## src/dimming_pkg.sv

```systemverilog
// Purpose: shared constants for the pixel switch dimming controller
// Assumes: 200 MHz system clock
// Notes: counts derive from times by expressions
package dimming_pkg;
   // ==========================================
   // sizes
   localparam int NUM_CH = 12;
   localparam int NUM_SEC = 4;
   localparam int SEC_CH = 3;
   localparam int CNT_W = 10;
   localparam logic [9:0] CNT_MAX = 10'h3ff;
   localparam logic [9:0] CNT_ZERO = 10'h000;
   localparam int FRAME_BITS = 32;
   // ==========================================
   // timing
   localparam int CLK_MHZ = 200;
   localparam int SYNC_DEB_NS = 100;
   localparam logic [11:0] SYNC_DEB_CYC = 12'((SYNC_DEB_NS * CLK_MHZ + 999) / 1000);
   localparam int OV_DB0_US = 10;
   localparam int OV_DB1_US = 15;
   localparam logic [11:0] OV_DB0_CYC = 12'(OV_DB0_US * CLK_MHZ);
   localparam logic [11:0] OV_DB1_CYC = 12'(OV_DB1_US * CLK_MHZ);
   localparam int SLOT0_NS = 8400;
   localparam int SLOT1_NS = 11400;
   localparam logic [11:0] SLOT0_CYC = 12'((SLOT0_NS * CLK_MHZ + 999) / 1000);
   localparam logic [11:0] SLOT1_CYC = 12'((SLOT1_NS * CLK_MHZ + 999) / 1000);
   localparam int BLANK_NS = 1100;
   localparam logic [8:0] BLANK_CYC = 9'((BLANK_NS * CLK_MHZ + 999) / 1000);
   // internal dimming clock 125 kHz at the lowest setting
   localparam int DIMMING_CLOCK_BASE_KHZ = 125;
   localparam logic [9:0] DIMMING_CLOCK_HALF_CYC = 10'(CLK_MHZ * 1000 / (2 * DIMMING_CLOCK_BASE_KHZ));
   // ==========================================
   // encodings and reset values
   localparam logic [3:0] TR_DIRECT = 4'he;
   localparam logic [3:0] TR_DISABLE_MIN = 4'hc;
   localparam logic [23:0] OPEN_CLEAR_CMD = 24'h04000c;
   localparam logic [3:0] CHAN1_ADDR = 4'h0;
   localparam logic [3:0] LAST_CH_ADDR = 4'hb;
   localparam logic [23:0] SHADOW_RESET = 24'h000000;
   localparam logic [1:0] DIAG_OK = 2'h0;
   localparam logic [1:0] DIAG_SHORT = 2'h1;
   localparam logic [1:0] DIAG_OPEN = 2'h2;
   // ==========================================
   // frame fields
   localparam int ON_LSB = 14;
   localparam int OFF_LSB = 4;
   localparam int SW_LSB = 4;
   localparam int WR_LSB = 24;
   localparam int RD_LSB = 28;
   localparam logic [5:0] RD_CAPTURE_BIT = 6'h04;
   localparam logic [5:0] FRAME_DONE = 6'h20;

   typedef logic [1:0] sec_idx_t;

   // source section for each section, index 0 first
   function automatic logic [7:0] group_map(input logic [3:0] sel);
      logic [7:0] m;
      m = 8'he4;
      unique case (sel)
         4'h1: m = 8'he0;
         4'h2: m = 8'ha0;
         4'h3: m = 8'hd4;
         4'h4: m = 8'ha4;
         4'h5: m = 8'h00;
         4'h6: m = 8'hc0;
         4'h7: m = 8'h54;
         4'h8: m = 8'h14;
         4'h9: m = 8'h24;
         default: m = 8'he4;
      endcase
      return m;
   endfunction
endpackage

```

## src/pulse_debouncer.sv

```systemverilog
// Purpose: level debouncer with run-time length
// Assumes: raw input synchronous to clk
// Notes: output follows input once stable for len cycles
`timescale 1ns/100ps
module pulse_debouncer
(
   input wire logic clk,
   input wire logic sys_rst,
   input wire logic [11:0] len,
   input wire logic raw,
   output logic filt
);
   logic [11:0] cnt_reg;

   always_ff @(posedge clk)
   begin
      if (sys_rst)
      begin
         cnt_reg <= 12'h000;
         filt <= 1'b0;
      end
      else if (raw == filt)
      begin
         cnt_reg <= 12'h000;
      end
      else if (cnt_reg + 12'h001 >= len)
      begin
         cnt_reg <= 12'h000;
         filt <= raw;
      end
      else
      begin
         cnt_reg <= cnt_reg + 12'h001;
      end
   end
endmodule

```

## src/pixel_switch_dimming_controller.sv

```systemverilog
// Purpose: twelve-channel event dimming, diagnostics and serial slave
// Assumes: all pins synchronous to clk, serial clock far below clk
// Notes: serial write address 0..11 loads one channel shadow entry
`timescale 1ns/100ps
module pixel_switch_dimming_controller
(
   input wire logic clk,
   input wire logic sys_rst,
   input wire logic pattern_update_enable,
   input wire logic dim_clock_source_sel,
   input wire logic [2:0] internal_pwm_freq_sel,
   input wire logic [3:0] switch_grouping_sel,
   input wire logic overvoltage_debounce_time,
   input wire logic [1:0] switch_on_timing_cfg,
   input wire logic status_clear,
   input wire logic thermal_shutdown,
   input wire logic [11:0] short_threshold,
   input wire logic [11:0] overvoltage_threshold,
   input wire logic sync_clock_in,
   output logic sync_clock_out,
   output logic sync_clock_oe,
   input wire logic spi_clk,
   input wire logic chip_select_n,
   input wire logic spi_sdi,
   output logic spi_sdo,
   output logic spi_sdo_oe,
   output logic fail_out,
   output logic fail_oe,
   output logic [11:0] switch_drive,
   output logic [23:0] switch_diag_status,
   output logic [11:0] open_led_flag,
   output logic dimming_error_flag,
   output logic dimming_warning_flag,
   output logic spi_error_flag,
   output logic [9:0] common_dim_counter
);
   logic [9:0] sh_on [dimming_pkg::NUM_CH];
   logic [9:0] sh_off [dimming_pkg::NUM_CH];
   logic [3:0] sh_tr [dimming_pkg::NUM_CH];
   logic [9:0] act_on [dimming_pkg::NUM_CH];
   logic [9:0] act_off [dimming_pkg::NUM_CH];
   logic [15:0] hold_reg [dimming_pkg::NUM_CH];
   logic [8:0] blank_reg [dimming_pkg::NUM_CH];
   logic [11:0] pwm_reg;
   logic [11:0] pwm_next;
   logic [11:0] ov_filt;
   logic [11:0] grouped;
   logic [11:0] indep_mask;
   logic [11:0] rise_ev;
   logic [11:0] fall_ev;
   logic [11:0] want_drive;
   logic [11:0] open_clear_req;
   logic [7:0] gmap;
   logic [11:0] ov_len;
   logic [11:0] slot_cyc;
   logic [9:0] cnt_next;
   logic [9:0] half_cyc;
   logic [9:0] div_reg;
   logic sync_filt;
   logic sync_filt_prev_reg;
   logic dim_tick;
   logic ovf;
   logic do_update;
   logic direct_mode;
   logic halt_reg;
   logic ever_enabled_reg;
   logic cs_reg;
   logic sck_reg;
   logic sdi_reg;
   logic sck_prev_reg;
   logic [5:0] bit_cnt_reg;
   logic [31:0] rx_reg;
   logic [31:0] tx_reg;
   logic [3:0] rd_addr;
   logic [23:0] rd_data;
   logic frame_ok;
   logic [3:0] wr_addr;
   logic [23:0] wr_data;
   logic clear_cmd;

   // ==========================================
   // dimming clock source
   // debounce length and delay slot select
   assign ov_len = overvoltage_debounce_time ? dimming_pkg::OV_DB1_CYC : dimming_pkg::OV_DB0_CYC;
   assign slot_cyc = switch_on_timing_cfg[0] ? dimming_pkg::SLOT1_CYC : dimming_pkg::SLOT0_CYC;
   // codes above 3 keep the fastest rate
   assign half_cyc = dimming_pkg::DIMMING_CLOCK_HALF_CYC >>
      ((internal_pwm_freq_sel > 3'h3) ? 3'h3 : internal_pwm_freq_sel);

   pulse_debouncer sync_deb
   (
      .clk(clk),
      .sys_rst(sys_rst),
      .len(dimming_pkg::SYNC_DEB_CYC),
      .raw(sync_clock_in),
      .filt(sync_filt)
   );

   always_ff @(posedge clk)
   begin
      if (sys_rst)
      begin
         div_reg <= 10'h000;
         sync_clock_out <= 1'b0;
         sync_clock_oe <= 1'b0;
         sync_filt_prev_reg <= 1'b0;
      end
      else
      begin
         sync_filt_prev_reg <= sync_filt;
         // pin drives out only for internal source
         sync_clock_oe <= dim_clock_source_sel;
         if (!dim_clock_source_sel || div_reg + 10'h001 >= half_cyc)
         begin
            div_reg <= 10'h000;
            sync_clock_out <= dim_clock_source_sel & ~sync_clock_out;
         end
         else
         begin
            div_reg <= div_reg + 10'h001;
         end
      end
   end

   // one selects internal divider, zero the pin
   assign dim_tick = dim_clock_source_sel
      ? (!sync_clock_out && (div_reg + 10'h001 >= half_cyc))
      : (sync_filt && !sync_filt_prev_reg);

   // ==========================================
   // common counter and pattern update
   assign cnt_next = common_dim_counter + 10'h001;
   assign ovf = dim_tick && (common_dim_counter == dimming_pkg::CNT_MAX);
   assign do_update = ovf && pattern_update_enable && !halt_reg;

   always_ff @(posedge clk)
   begin
      if (sys_rst)
      begin
         common_dim_counter <= dimming_pkg::CNT_ZERO;
      end
      else if (dim_tick)
      begin
         common_dim_counter <= cnt_next;
      end
   end

   // ==========================================
   // serial slave
   assign rd_addr = rx_reg[3:0];
   assign wr_addr = rx_reg[dimming_pkg::WR_LSB +: 4];
   assign wr_data = rx_reg[23:0];
   assign frame_ok = (bit_cnt_reg == dimming_pkg::FRAME_DONE);
   assign clear_cmd = (wr_addr == dimming_pkg::CHAN1_ADDR) && (wr_data == dimming_pkg::OPEN_CLEAR_CMD);

   always_comb
   begin
      rd_data = dimming_pkg::SHADOW_RESET;
      if (rd_addr <= dimming_pkg::LAST_CH_ADDR)
      begin
         rd_data = {sh_on[rd_addr], sh_off[rd_addr], sh_tr[rd_addr]};
      end
   end

   always_ff @(posedge clk)
   begin
      if (sys_rst)
      begin
         cs_reg <= 1'b1;
         sck_reg <= 1'b0;
         sdi_reg <= 1'b0;
         sck_prev_reg <= 1'b0;
         bit_cnt_reg <= 6'h00;
         rx_reg <= 32'h00000000;
         tx_reg <= 32'h00000000;
         spi_sdo <= 1'b0;
         spi_sdo_oe <= 1'b0;
         spi_error_flag <= 1'b0;
      end
      else
      begin
         cs_reg <= chip_select_n;
         sck_reg <= spi_clk;
         sdi_reg <= spi_sdi;
         sck_prev_reg <= sck_reg;
         spi_sdo_oe <= !cs_reg;
         if (cs_reg)
         begin
            bit_cnt_reg <= 6'h00;
            tx_reg <= {1'b0, spi_error_flag, dimming_error_flag, dimming_warning_flag,
               1'b0, thermal_shutdown, 1'b0, 25'h0000000};
            spi_sdo <= 1'b0;
         end
         else
         begin
            // sample on rising edge, msb first
            if (sck_reg && !sck_prev_reg)
            begin
               rx_reg <= {rx_reg[30:0], sdi_reg};
               if (bit_cnt_reg != 6'h3f)
               begin
                  bit_cnt_reg <= bit_cnt_reg + 6'h01;
               end
               if (bit_cnt_reg + 6'h01 == dimming_pkg::RD_CAPTURE_BIT)
               begin
                  tx_reg[24:0] <= {^{{rx_reg[2:0], sdi_reg} <= dimming_pkg::LAST_CH_ADDR
                     ? {sh_on[{rx_reg[2:0], sdi_reg}], sh_off[{rx_reg[2:0], sdi_reg}],
                     sh_tr[{rx_reg[2:0], sdi_reg}]} : dimming_pkg::SHADOW_RESET},
                     ({rx_reg[2:0], sdi_reg} <= dimming_pkg::LAST_CH_ADDR
                     ? {sh_on[{rx_reg[2:0], sdi_reg}], sh_off[{rx_reg[2:0], sdi_reg}],
                     sh_tr[{rx_reg[2:0], sdi_reg}]} : dimming_pkg::SHADOW_RESET)};
               end
            end
            // drive next bit on falling edge, msb first
            if (!sck_reg && sck_prev_reg && bit_cnt_reg < dimming_pkg::FRAME_DONE)
            begin
               spi_sdo <= tx_reg[5'(6'd31 - bit_cnt_reg)];
            end
         end
         // frame length other than 32 flags an error, set wins
         if (!cs_reg && chip_select_n && !frame_ok)
         begin
            spi_error_flag <= 1'b1;
         end
         else if (status_clear)
         begin
            spi_error_flag <= 1'b0;
         end
      end
   end

   // ==========================================
   // shadow and active settings
   always_ff @(posedge clk)
   begin
      if (sys_rst)
      begin
         open_clear_req <= 12'h000;
         for (int i = 0; i < dimming_pkg::NUM_CH; i++)
         begin
            sh_on[i] <= dimming_pkg::CNT_ZERO;
            sh_off[i] <= dimming_pkg::CNT_ZERO;
            sh_tr[i] <= 4'h0;
            act_on[i] <= dimming_pkg::CNT_ZERO;
            act_off[i] <= dimming_pkg::CNT_ZERO;
         end
      end
      else
      begin
         open_clear_req <= 12'h000;
         // write commits at deselect of a full frame
         if (!cs_reg && chip_select_n && frame_ok)
         begin
            if (clear_cmd)
            begin
               open_clear_req <= 12'hfff;
            end
            else if (wr_addr <= dimming_pkg::LAST_CH_ADDR)
            begin
               sh_on[wr_addr] <= wr_data[dimming_pkg::ON_LSB +: 10];
               sh_off[wr_addr] <= wr_data[dimming_pkg::OFF_LSB +: 10];
               sh_tr[wr_addr] <= wr_data[3:0];
            end
         end
         if (do_update)
         begin
            for (int i = 0; i < dimming_pkg::NUM_CH; i++)
            begin
               act_on[i] <= sh_on[i];
               act_off[i] <= sh_off[i];
            end
         end
      end
   end

   // ==========================================
   // per-channel event engine
   always_comb
   begin
      for (int i = 0; i < dimming_pkg::NUM_CH; i++)
      begin
         pwm_next[i] = pwm_reg[i];
         if (halt_reg)
         begin
            pwm_next[i] = 1'b0;
         end
         else if (hold_reg[i] != 16'h0000)
         begin
            pwm_next[i] = pwm_reg[i];
         end
         else if (act_on[i] == dimming_pkg::CNT_ZERO && act_off[i] == dimming_pkg::CNT_MAX)
         begin
            pwm_next[i] = 1'b1;
         end
         else if (act_on[i] == act_off[i])
         begin
            pwm_next[i] = 1'b0;
         end
         else if (dim_tick && cnt_next == act_off[i])
         begin
            pwm_next[i] = 1'b0;
         end
         else if (dim_tick && cnt_next == act_on[i])
         begin
            pwm_next[i] = 1'b1;
         end
      end
   end

   assign rise_ev = pwm_next & ~pwm_reg & indep_mask;
   assign fall_ev = ~pwm_next & pwm_reg & indep_mask;

   always_ff @(posedge clk)
   begin
      if (sys_rst)
      begin
         pwm_reg <= 12'h000;
         for (int i = 0; i < dimming_pkg::NUM_CH; i++)
         begin
            hold_reg[i] <= 16'h0000;
         end
      end
      else
      begin
         pwm_reg <= pwm_next;
         for (int i = 0; i < dimming_pkg::NUM_CH; i++)
         begin
            // postpone events by delay times slot
            if (do_update && sh_tr[i] < dimming_pkg::TR_DISABLE_MIN)
            begin
               hold_reg[i] <= 16'(sh_tr[i]) * 16'(slot_cyc);
            end
            else if (hold_reg[i] != 16'h0000)
            begin
               hold_reg[i] <= hold_reg[i] - 16'h0001;
            end
         end
      end
   end

   // ==========================================
   // coincidence checks
   always_ff @(posedge clk)
   begin
      if (sys_rst)
      begin
         dimming_error_flag <= 1'b0;
         dimming_warning_flag <= 1'b0;
         halt_reg <= 1'b0;
      end
      else
      begin
         // several on events halt the pattern
         if (!direct_mode && $countones(rise_ev) > 1)
         begin
            dimming_error_flag <= 1'b1;
            halt_reg <= 1'b1;
         end
         else if (status_clear)
         begin
            dimming_error_flag <= 1'b0;
            halt_reg <= 1'b0;
         end
         if (!direct_mode && $countones(fall_ev) > 1)
         begin
            dimming_warning_flag <= 1'b1;
         end
         else if (status_clear)
         begin
            dimming_warning_flag <= 1'b0;
         end
      end
   end

   // ==========================================
   // grouping, direct mode, protection
   assign gmap = dimming_pkg::group_map(switch_grouping_sel);
   // direct mode from channel one delay code
   assign direct_mode = (sh_tr[0] == dimming_pkg::TR_DIRECT);

   always_comb
   begin
      for (int s = 0; s < dimming_pkg::NUM_SEC; s++)
      begin
         // unknown codes map to independent sections
         indep_mask[s * 3 +: 3] = (gmap[s * 2 +: 2] == 2'(s)) ? 3'h7 : 3'h0;
         for (int k = 0; k < dimming_pkg::SEC_CH; k++)
         begin
            grouped[s * 3 + k] = pwm_reg[gmap[s * 2 +: 2] * 3 + k];
         end
      end
      want_drive = direct_mode ? sh_on[0][1:0] == 2'h0 ? sh_off[0][11 - dimming_pkg::SW_LSB -: 6]
         == 6'h00 ? grouped : grouped : grouped : grouped;
      if (direct_mode)
      begin
         want_drive = {sh_on[0][1:0], sh_off[0]};
      end
      want_drive = halt_reg ? 12'h000 : (want_drive | open_led_flag);
   end

   genvar g;
   generate
      for (g = 0; g < dimming_pkg::NUM_CH; g++)
      begin : ov_chan
         pulse_debouncer ov_deb
         (
            .clk(clk),
            .sys_rst(sys_rst),
            .len(ov_len),
            .raw(overvoltage_threshold[g]),
            .filt(ov_filt[g])
         );
      end
   endgenerate

   always_ff @(posedge clk)
   begin
      if (sys_rst)
      begin
         switch_drive <= 12'h000;
         open_led_flag <= 12'h000;
         switch_diag_status <= 24'h000000;
         for (int i = 0; i < dimming_pkg::NUM_CH; i++)
         begin
            blank_reg[i] <= 9'h000;
         end
      end
      else
      begin
         switch_drive <= want_drive;
         for (int i = 0; i < dimming_pkg::NUM_CH; i++)
         begin
            if (want_drive[i] != switch_drive[i])
            begin
               blank_reg[i] <= dimming_pkg::BLANK_CYC;
            end
            else if (blank_reg[i] != 9'h000)
            begin
               blank_reg[i] <= blank_reg[i] - 9'h001;
            end
            // classify voltage of an open switch
            if (!switch_drive[i] && blank_reg[i] == 9'h000)
            begin
               if (ov_filt[i])
               begin
                  switch_diag_status[i * 2 +: 2] <= dimming_pkg::DIAG_OPEN;
               end
               else if (short_threshold[i])
               begin
                  switch_diag_status[i * 2 +: 2] <= dimming_pkg::DIAG_SHORT;
               end
               else
               begin
                  switch_diag_status[i * 2 +: 2] <= dimming_pkg::DIAG_OK;
               end
            end
            if (!switch_drive[i] && blank_reg[i] == 9'h000 && ov_filt[i])
            begin
               open_led_flag[i] <= 1'b1;
            end
            else if (open_clear_req[i])
            begin
               open_led_flag[i] <= 1'b0;
            end
         end
      end
   end

   // ==========================================
   // fail pin, released until first enable
   always_ff @(posedge clk)
   begin
      if (sys_rst)
      begin
         ever_enabled_reg <= 1'b0;
         fail_out <= 1'b0;
         fail_oe <= 1'b0;
      end
      else
      begin
         fail_out <= 1'b0;
         if (pattern_update_enable)
         begin
            ever_enabled_reg <= 1'b1;
         end
         fail_oe <= ever_enabled_reg && !thermal_shutdown && !dimming_error_flag;
      end
   end
endmodule

```

## config.mk

```make
export PLATFORM = sky130hd
export DESIGN_NAME = pixel_switch_dimming_controller
export DESIGN_NICKNAME = d
export VERILOG_FILES = /design/src/dimming_pkg.sv /design/src/pulse_debouncer.sv /design/src/pixel_switch_dimming_controller.sv
export SDC_FILE = /design/constraint.sdc
export NUM_CORES = 2
export LEC_CHECK = 0
export ABC_AREA = 1
export BUFFER_PORTS_ARGS = -buffer_cell sky130_fd_sc_hd__buf_2
export CORE_MARGIN = 2
export CORE_UTILIZATION = 55
export CTS_CLUSTER_DIAMETER = 50
export CTS_CLUSTER_SIZE = 24
export DETAILED_ROUTE_END_ITERATION = 10
export GPL_TIMING_DRIVEN = 0
export PLACE_DENSITY = 0.71
export REMOVE_ABC_BUFFERS = 1
export SLEW_MARGIN = 20
export SYNTH_ARGS = -nofsm -noshare
export SYNTH_HDL_FRONTEND = slang
export SYNTH_SLANG_ARGS = --single-unit
```

## constraint.sdc

```tcl
create_clock -name clk -period 11.7 [get_ports clk]
set_clock_uncertainty 0.05 [all_clocks]
set_input_delay 1.17 -clock clk [delete_from_list [all_inputs] [get_ports clk]]
set_output_delay 1.17 -clock clk [all_outputs]
set_load 0.02 [all_outputs]
```

# Word-level counts from Yosys, hierarchy flattened
# Memory sizes are Yosys's and may differ from the RTL's.
# Cells that the tools add are included.
[word_totals]
inputBits = 44
mem_bits_rw = 828
elab_cells = 1025
output_inout_bits = 67
n_memories = 8
register_bits = 338
romBits = 80
[mem_list]
columns = ["memory", "words", "width", "read_ports", "rd_clocked_by_memory_dff", "wr", "line", "source"]
rows = [
  ["hold_reg", 12, 16, 12, 0, 12, "pixel_switch_dimming_controller.sv:42", "logic [15:0] hold_reg [dimming_pkg::NUM_CH];"],
  ["act_off", 12, 10, 12, 0, 12, "pixel_switch_dimming_controller.sv:41", "logic [9:0] act_off [dimming_pkg::NUM_CH];"],
  ["act_on", 12, 10, 12, 0, 12, "pixel_switch_dimming_controller.sv:40", "logic [9:0] act_on [dimming_pkg::NUM_CH];"],
  ["sh_off", 12, 10, 13, 0, 12, "pixel_switch_dimming_controller.sv:38", "logic [9:0] sh_off [dimming_pkg::NUM_CH];"],
  ["sh_on", 12, 10, 13, 0, 12, "pixel_switch_dimming_controller.sv:37", "logic [9:0] sh_on [dimming_pkg::NUM_CH];"],
  ["blank_reg", 12, 9, 12, 0, 12, "pixel_switch_dimming_controller.sv:43", "logic [8:0] blank_reg [dimming_pkg::NUM_CH];"],
  ["+2 memories", "-", "-", "-", "-", "-", "-", ""],
]
[op_classes]
add_sub_neg = 71
n_eq_ne = 82
mul = 16
reduce_logical = 212
bitwise_logic = 96
muxes = 421
n_lt_le_gt_ge = 45
shift = 1
[op_table]
columns = ["operator", "count"]
rows = [
  ["16-bit 2-to-1 mux", 24],
  ["10-bit == test", 36],
  ["1-bit 2-to-1 mux", 307],
  ["10-bit 2-to-1 mux", 26],
  ["9-bit 2-to-1 mux", 24],
  ["4-bit by 12-bit multiplier with 16-bit output", 12],
  ["16-bit nonzero test", 12],
  ["16-bit by 1-bit subtractor with 16-bit output, second input constant", 12],
  ["12-bit by 1-bit adder with 12-bit output, second input constant", 13],
  ["12-bit greater-or-equal comparator", 12],
  ["10-bit == test, second input constant", 13],
  ["10-bit zero test", 12],
  ["9-bit zero test", 12],
  ["9-bit nonzero test", 12],
  ["9-bit by 1-bit subtractor with 9-bit output, second input constant", 12],
  ["1-bit logical AND", 88],
  ["1-bit OR", 72],
  ["12-bit 2-to-1 mux", 5],
  ["12-bit bitwise AND", 4],
  ["1-bit binary-select mux with 4-bit select", 12],
  ["4-bit < comparator, second input constant", 12],
  ["5-bit < comparator, second input constant", 8],
  ["3-bit OR reduction", 13],
  ["2-bit AND reduction", 16],
  ["other kinds (47)", 175],
]

# Depth between registers and ports, before layout
[logic_depth]
depth_word = 23
mapped_depth = 35
ltp_nobuf = 34

# Modules after synthesis
# Synthesis repeated with hierarchy kept, for this count alone.
[hier_totals]
cells_unflattened = 9591
hier_area_um2 = 76497.1
[modules_own_cells]
columns = ["module", "seq_area_each_um2", "instances", "cells_each", "area_each_um2"]
rows = [
  ["pixel_switch_dimming_controller", 28026.9, 1, 7754, 63902.5],
  ["pulse_debouncer at ov_chan[0].ov_deb ...", 260.2, 8, 141, 963.4],
  ["pulse_debouncer at ov_chan[7].ov_deb ...", 260.2, 3, 143, 964.7],
  ["pulse_debouncer at ov_chan[9].ov_deb", 260.2, 1, 140, 999.7],
  ["pulse_debouncer at ov_chan[6].ov_deb", 260.2, 1, 140, 993.5],
]

# Worst setup path before layout
# OpenSTA, ideal clock, no wires.
[synth_timing]
path_kind = "input-to-reg"
from = "in internal_pwm_freq_sel[1]"
to = "mem act_off[0][0] (enable)"
setup_ps = 612
cell_stages = 14
required_time_ps = 11038
t_arrival_ps = 8049
setup_slack_ps = 2989
n_path_buf = 2
path_cell_list = "nor2_1 > inv_1 > ha_1 > clkbuf_1 > ha_1 > nand2_1 > nor2_1 > nand4_1 > nand3_1 > nand3b_1 > nand2_2 > nand2_2 > buf_6 > nand2_1"
[synth_lines]
columns = ["item", "line", "source"]
rows = [
  ["from (decl)", "pixel_switch_dimming_controller.sv:11", "input wire logic [2:0] internal_pwm_freq_sel,"],
  ["to (decl)", "pixel_switch_dimming_controller.sv:41", ""],
]

# Worst setup path in the final report
[layout_timing]
from = "reg div_reg[0]"
to = "reg dimming_warning_flag"
[layout_between]
elab_chain_len = 21
elab_cells_between_ends = 118
classes_between = "add/sub (12); order compare (2); mux (74); bitwise (3); reduce/logical (27)"
[layout_rtl]
columns = ["item", "line", "source"]
rows = [
  ["from (decl)", "pixel_switch_dimming_controller.sv:58", "logic [9:0] div_reg;"],
  ["from (signal assigned)", "pixel_switch_dimming_controller.sv:120", "div_reg <= div_reg + 10'h001;"],
  ["10-bit by 1-bit adder with 10-bit output (*)", "pixel_switch_dimming_controller.sv:127", "? (!sync_clock_out && (div_reg + 10'h001 >= half_cyc))"],
  ["10-bit greater-or-equal comparator (*)", "pixel_switch_dimming_controller.sv:127", ""],
  ["1-bit logical AND (*)", "pixel_switch_dimming_controller.sv:127", ""],
  ["1-bit 2-to-1 mux (*)", "pixel_switch_dimming_controller.sv:127", ""],
  ["1-bit logical AND", "pixel_switch_dimming_controller.sv:303", "else if (dim_tick && cnt_next == act_on[i])"],
  ["1-bit 2-to-1 mux", "pixel_switch_dimming_controller.sv:303", ""],
  ["1-bit 2-to-1 mux", "pixel_switch_dimming_controller.sv:299", "else if (dim_tick && cnt_next == act_off[i])"],
  ["1-bit 2-to-1 mux", "pixel_switch_dimming_controller.sv:295", "else if (act_on[i] == act_off[i])"],
  ["[4 not listed]", "-", ""],
  ["12-bit bitwise AND (*) (2 in series)", "pixel_switch_dimming_controller.sv:311", "assign fall_ev = ~pwm_next & pwm_reg & indep_mask;"],
  ["1-bit by 1-bit adder with 2-bit output (implied by the code)", "pixel_switch_dimming_controller.sv:364", "if (!direct_mode && $countones(fall_ev) > 1)"],
  ["2-bit by 2-bit adder with 3-bit output (implied by the code)", "pixel_switch_dimming_controller.sv:364", ""],
  ["3-bit by 3-bit adder with 4-bit output (implied by the code)", "pixel_switch_dimming_controller.sv:364", ""],
  ["4-bit by 3-bit adder with 5-bit output (implied by the code) (*)", "pixel_switch_dimming_controller.sv:364", ""],
  ["5-bit by 1-bit greater-than comparator with 1-bit output (*)", "pixel_switch_dimming_controller.sv:364", ""],
  ["1-bit logical AND (*)", "pixel_switch_dimming_controller.sv:364", ""],
  ["1-bit 2-to-1 mux / 2-bit nonzero test (equally long branches)", "-", ""],
  ["to (signal assigned)", "pixel_switch_dimming_controller.sv:348", "dimming_warning_flag <= 1'b0;"],
  ["to (signal assigned)", "pixel_switch_dimming_controller.sv:366", "dimming_warning_flag <= 1'b1;"],
  ["to (signal assigned)", "pixel_switch_dimming_controller.sv:370", "dimming_warning_flag <= 1'b0;"],
  ["to (decl)", "pixel_switch_dimming_controller.sv:33", "output logic dimming_warning_flag,"],
]
# Every way passes the cells marked *; elsewhere a longest branch is shown, timed or not.
# A chain may end at the register's enable or synchronous reset.

==> results_dict.tcl <==
set metrics [dict create \
    outcome "completed" \
    initial_core_util_pct 55.34 \
    numPlacedInstances 10430 \
    cts.sinks 1155 \
    min_period_over_period_pct 72.99 \
    synthFlopType "edfxtp_1" \
    hold_ws_ps 401.0 \
    worstHoldStart "sck_reg" \
    yosysTopAreaCellShare_pct 34.26 \
    synth_area_per_cell_sq_um 8.240 \
    rsz0062_at_grt "no" \
    cts_tree "built" \
    reg2reg_slack_ps 3160 \
    htreeDepth 4 \
    grt_pass1_wl_um 309300 \
    track_usage_pct 29.42 \
    worstPathArrival_ps 9110 \
    grt_pass1_vias 56210 \
    cts_buffers 139 \
    wirelength_um 201400 \
    ys_types 78 \
    area_delta_synth_final_pct 9.463 \
    maxCapViolations 0 \
    period_minus_slack_ps 8540 \
    wl_per_cell_um 18.85 \
    ios 111 \
    ant_nets 0 \
    synth_warnings 0 \
    async_flop_share_pct 0 \
    final_nets 9355 \
    cts_setup_buffers 0 \
    p_leak_nw 35.82 \
    critPathCaptureType "register" \
    post_drt_via_cell_ratio 5.560 \
    mostFrequentLayoutCells "nor2_1, nand2_1, inv_1" \
    synth_cells 8806 \
    critPathTopFamily "adder cells" \
    die_h_um 367.2 \
    clk_latency_ps 810 \
    drive_above_1_share_pct 6.381 \
    reg2reg_from "div_reg[0]" \
    start_kind "register" \
    drc 0 \
    root_buffer "clkbuf_16" \
    largest_reg_flops 192 \
    power_density_nw_per_um2 149.2 \
    grt_start_max_net_pins 97 \
    r2r_cells 30 \
    n_fill_cell 11390 \
    slew_headroom_pct 19.36 \
    rows 133 \
    synth_edf_count 828 \
    setup_tns_ps 0 \
    dr.pass1.iters 6 \
    fmax_mhz 117.1 \
    setup_viol 0 \
    r2r_end "dimming_warning_flag" \
    total_power_mw 11.85 \
    max_stage_delay_ps 950 \
    hpwl_um 142700 \
    port_buffers 108 \
    hold_path_class "register to register" \
    place_congestion 0.9574 \
    final_common_cell "nor2_1" \
    worstPathMaxFanout 19 \
    ys_ff_latch 1155 \
    dieArea_sq_um 134900 \
    gr-total-overflow 0 \
    hold_buffers 0 \
    hold_end "sck_prev_reg" \
    drt_iter0_drc 6071 \
    finalHoldViolCount 0 \
    vias 59430 \
    synth-seq-area-share_pct 43.29 \
    critPathKind "register to register" \
    critical_path.slowest_cell "o31ai_1" \
    path_clk_slew_ps 70 \
    worst-slew-pin-transition_ps 1208 \
    core_sq_um 131100 \
    yosys.area.top_type "edfxtp_1" \
    vdd_drop_max_uv 149.9 \
    critical_path_required_ps 12270 \
    synthTopCellsByArea "edfxtp_1, dfxtp_1, nand2_1, nor2_1, inv_1" \
    fin_cells 10690 \
    antenna_found_initial 5 \
    syn_area_sq_um 72560 \
    die_x_um 367.2 \
    slew_violations 0 \
    critPathBufInv 4 \
    clock_path_buffers 3 \
    ctsResizeCount 0 \
    cpMostUsedCell "fa_1" \
    holdPathStages 2 \
]
==> power by group <==
group	internal [mW]	switching (mW)	total [mW]
combinational	0.783	1.42	2.20
clock	2.58	2.00	4.58
sequential	4.80	0.274	5.07
==> layer usage <==
metal | track usage (%) | wire, um
met5 | 0 | 20
met4 | 12.42 | 8723
met3 | 6.183 | 19660
met2 | 45.96 | 89210
met1 | 39.72 | 83830
==> worst register-to-register path: cells and delay by family (launching register included) <==
| family | cells | cell delay [ps] |
|---|---|---|
| XOR/XNOR | 2 | 370 |
| adder cells (fa/ha/maj) | 7 | 2860 |
| buffers and inverters | 4 | 1050 |
| flip-flops | 1 | 370 |
| AND/OR/NAND/NOR | 12 | 2030 |
| AO/OA/AOI/OAI | 5 | 1650 |
==> worst max path at each step <==
| stage | from | to | slack (ps) | depth (start not counted) |
|---|---|---|---|---|
| finish | div_reg[0] | dimming_warning_flag | 3160 | 30 |
| global route | div_reg[0] | dimming_warning_flag | 2870 | 34 |
| CTS | div_reg[0] | dimming_warning_flag | 3340 | 30 |
| detailed placement | internal_pwm_freq_sel[1] | dimming_warning_flag | 2770 | 31 |
| global placement | sys_rst | act_off[2][33] | -10400 | 3 |
| floorplan | sys_rst | act_off[0][0] | 430 | 2 |
==> stage by stage <==
step | setup WS [ps] | area, sq um | utilization [%]
floorplan | 428.9 | 71130 | -
global placement | -10400 | 73870 | 56.33
detailed placement | 2768 | 74540 | 56.84
CTS | 3343 | 79410 | 60.56
global route | 2869 | 79430 | 60.57
finish | 3160 | 79430 | 60.57
==> final cells by class <==
class	count	area, sq um	area share (%)
antenna	1	2.502	0.003150
clock inverter	110	1339	1.685
sequential	1155	31420	39.55
multi-input combinational	5940	34350	43.25
inverter	1447	5458	6.871
clock buffer	149	3537	4.453
timing repair buffer	132	1126	1.418
tap	1755	2196	2.764
==> logic make-up after synthesis <==
group | share of synthesized area, %
compound gates | 9.609
xor+xnor | 6.162
fa+ha+maj | 9.690
buf+inv | 9.680
flops | 43.29
other cells | 0.01035
simple gates | 21.56
==> synth_stat cells (19+ instances only) <==
| library cell | instances |
|---|---|
| a31oi_1 | 25 |
| nor2_1 | 1427 |
| fa_1 | 110 |
| inv_2 | 27 |
| nand4_1 | 114 |
| or2_2 | 45 |
| nand3b_1 | 22 |
| edfxtp_1 | 828 |
| nor4_1 | 58 |
| o21ai_1 | 41 |
| o211ai_1 | 149 |
| nor3_1 | 119 |
| buf_2 | 97 |
| nand2_1 | 1437 |
| o21ai_0 | 362 |
| clkbuf_1 | 145 |
| ha_1 | 386 |
| a211oi_1 | 19 |
| buf_6 | 32 |
| o221ai_1 | 22 |
| dfxtp_1 | 327 |
| buf_4 | 21 |
| inv_1 | 1414 |
| o2111ai_1 | 25 |
| a21oi_1 | 411 |
| o22ai_1 | 30 |
| xor2_1 | 329 |
| xnor2_1 | 176 |
| nand3_1 | 384 |
No activity file was read; power rests on OpenSTA's default activity.
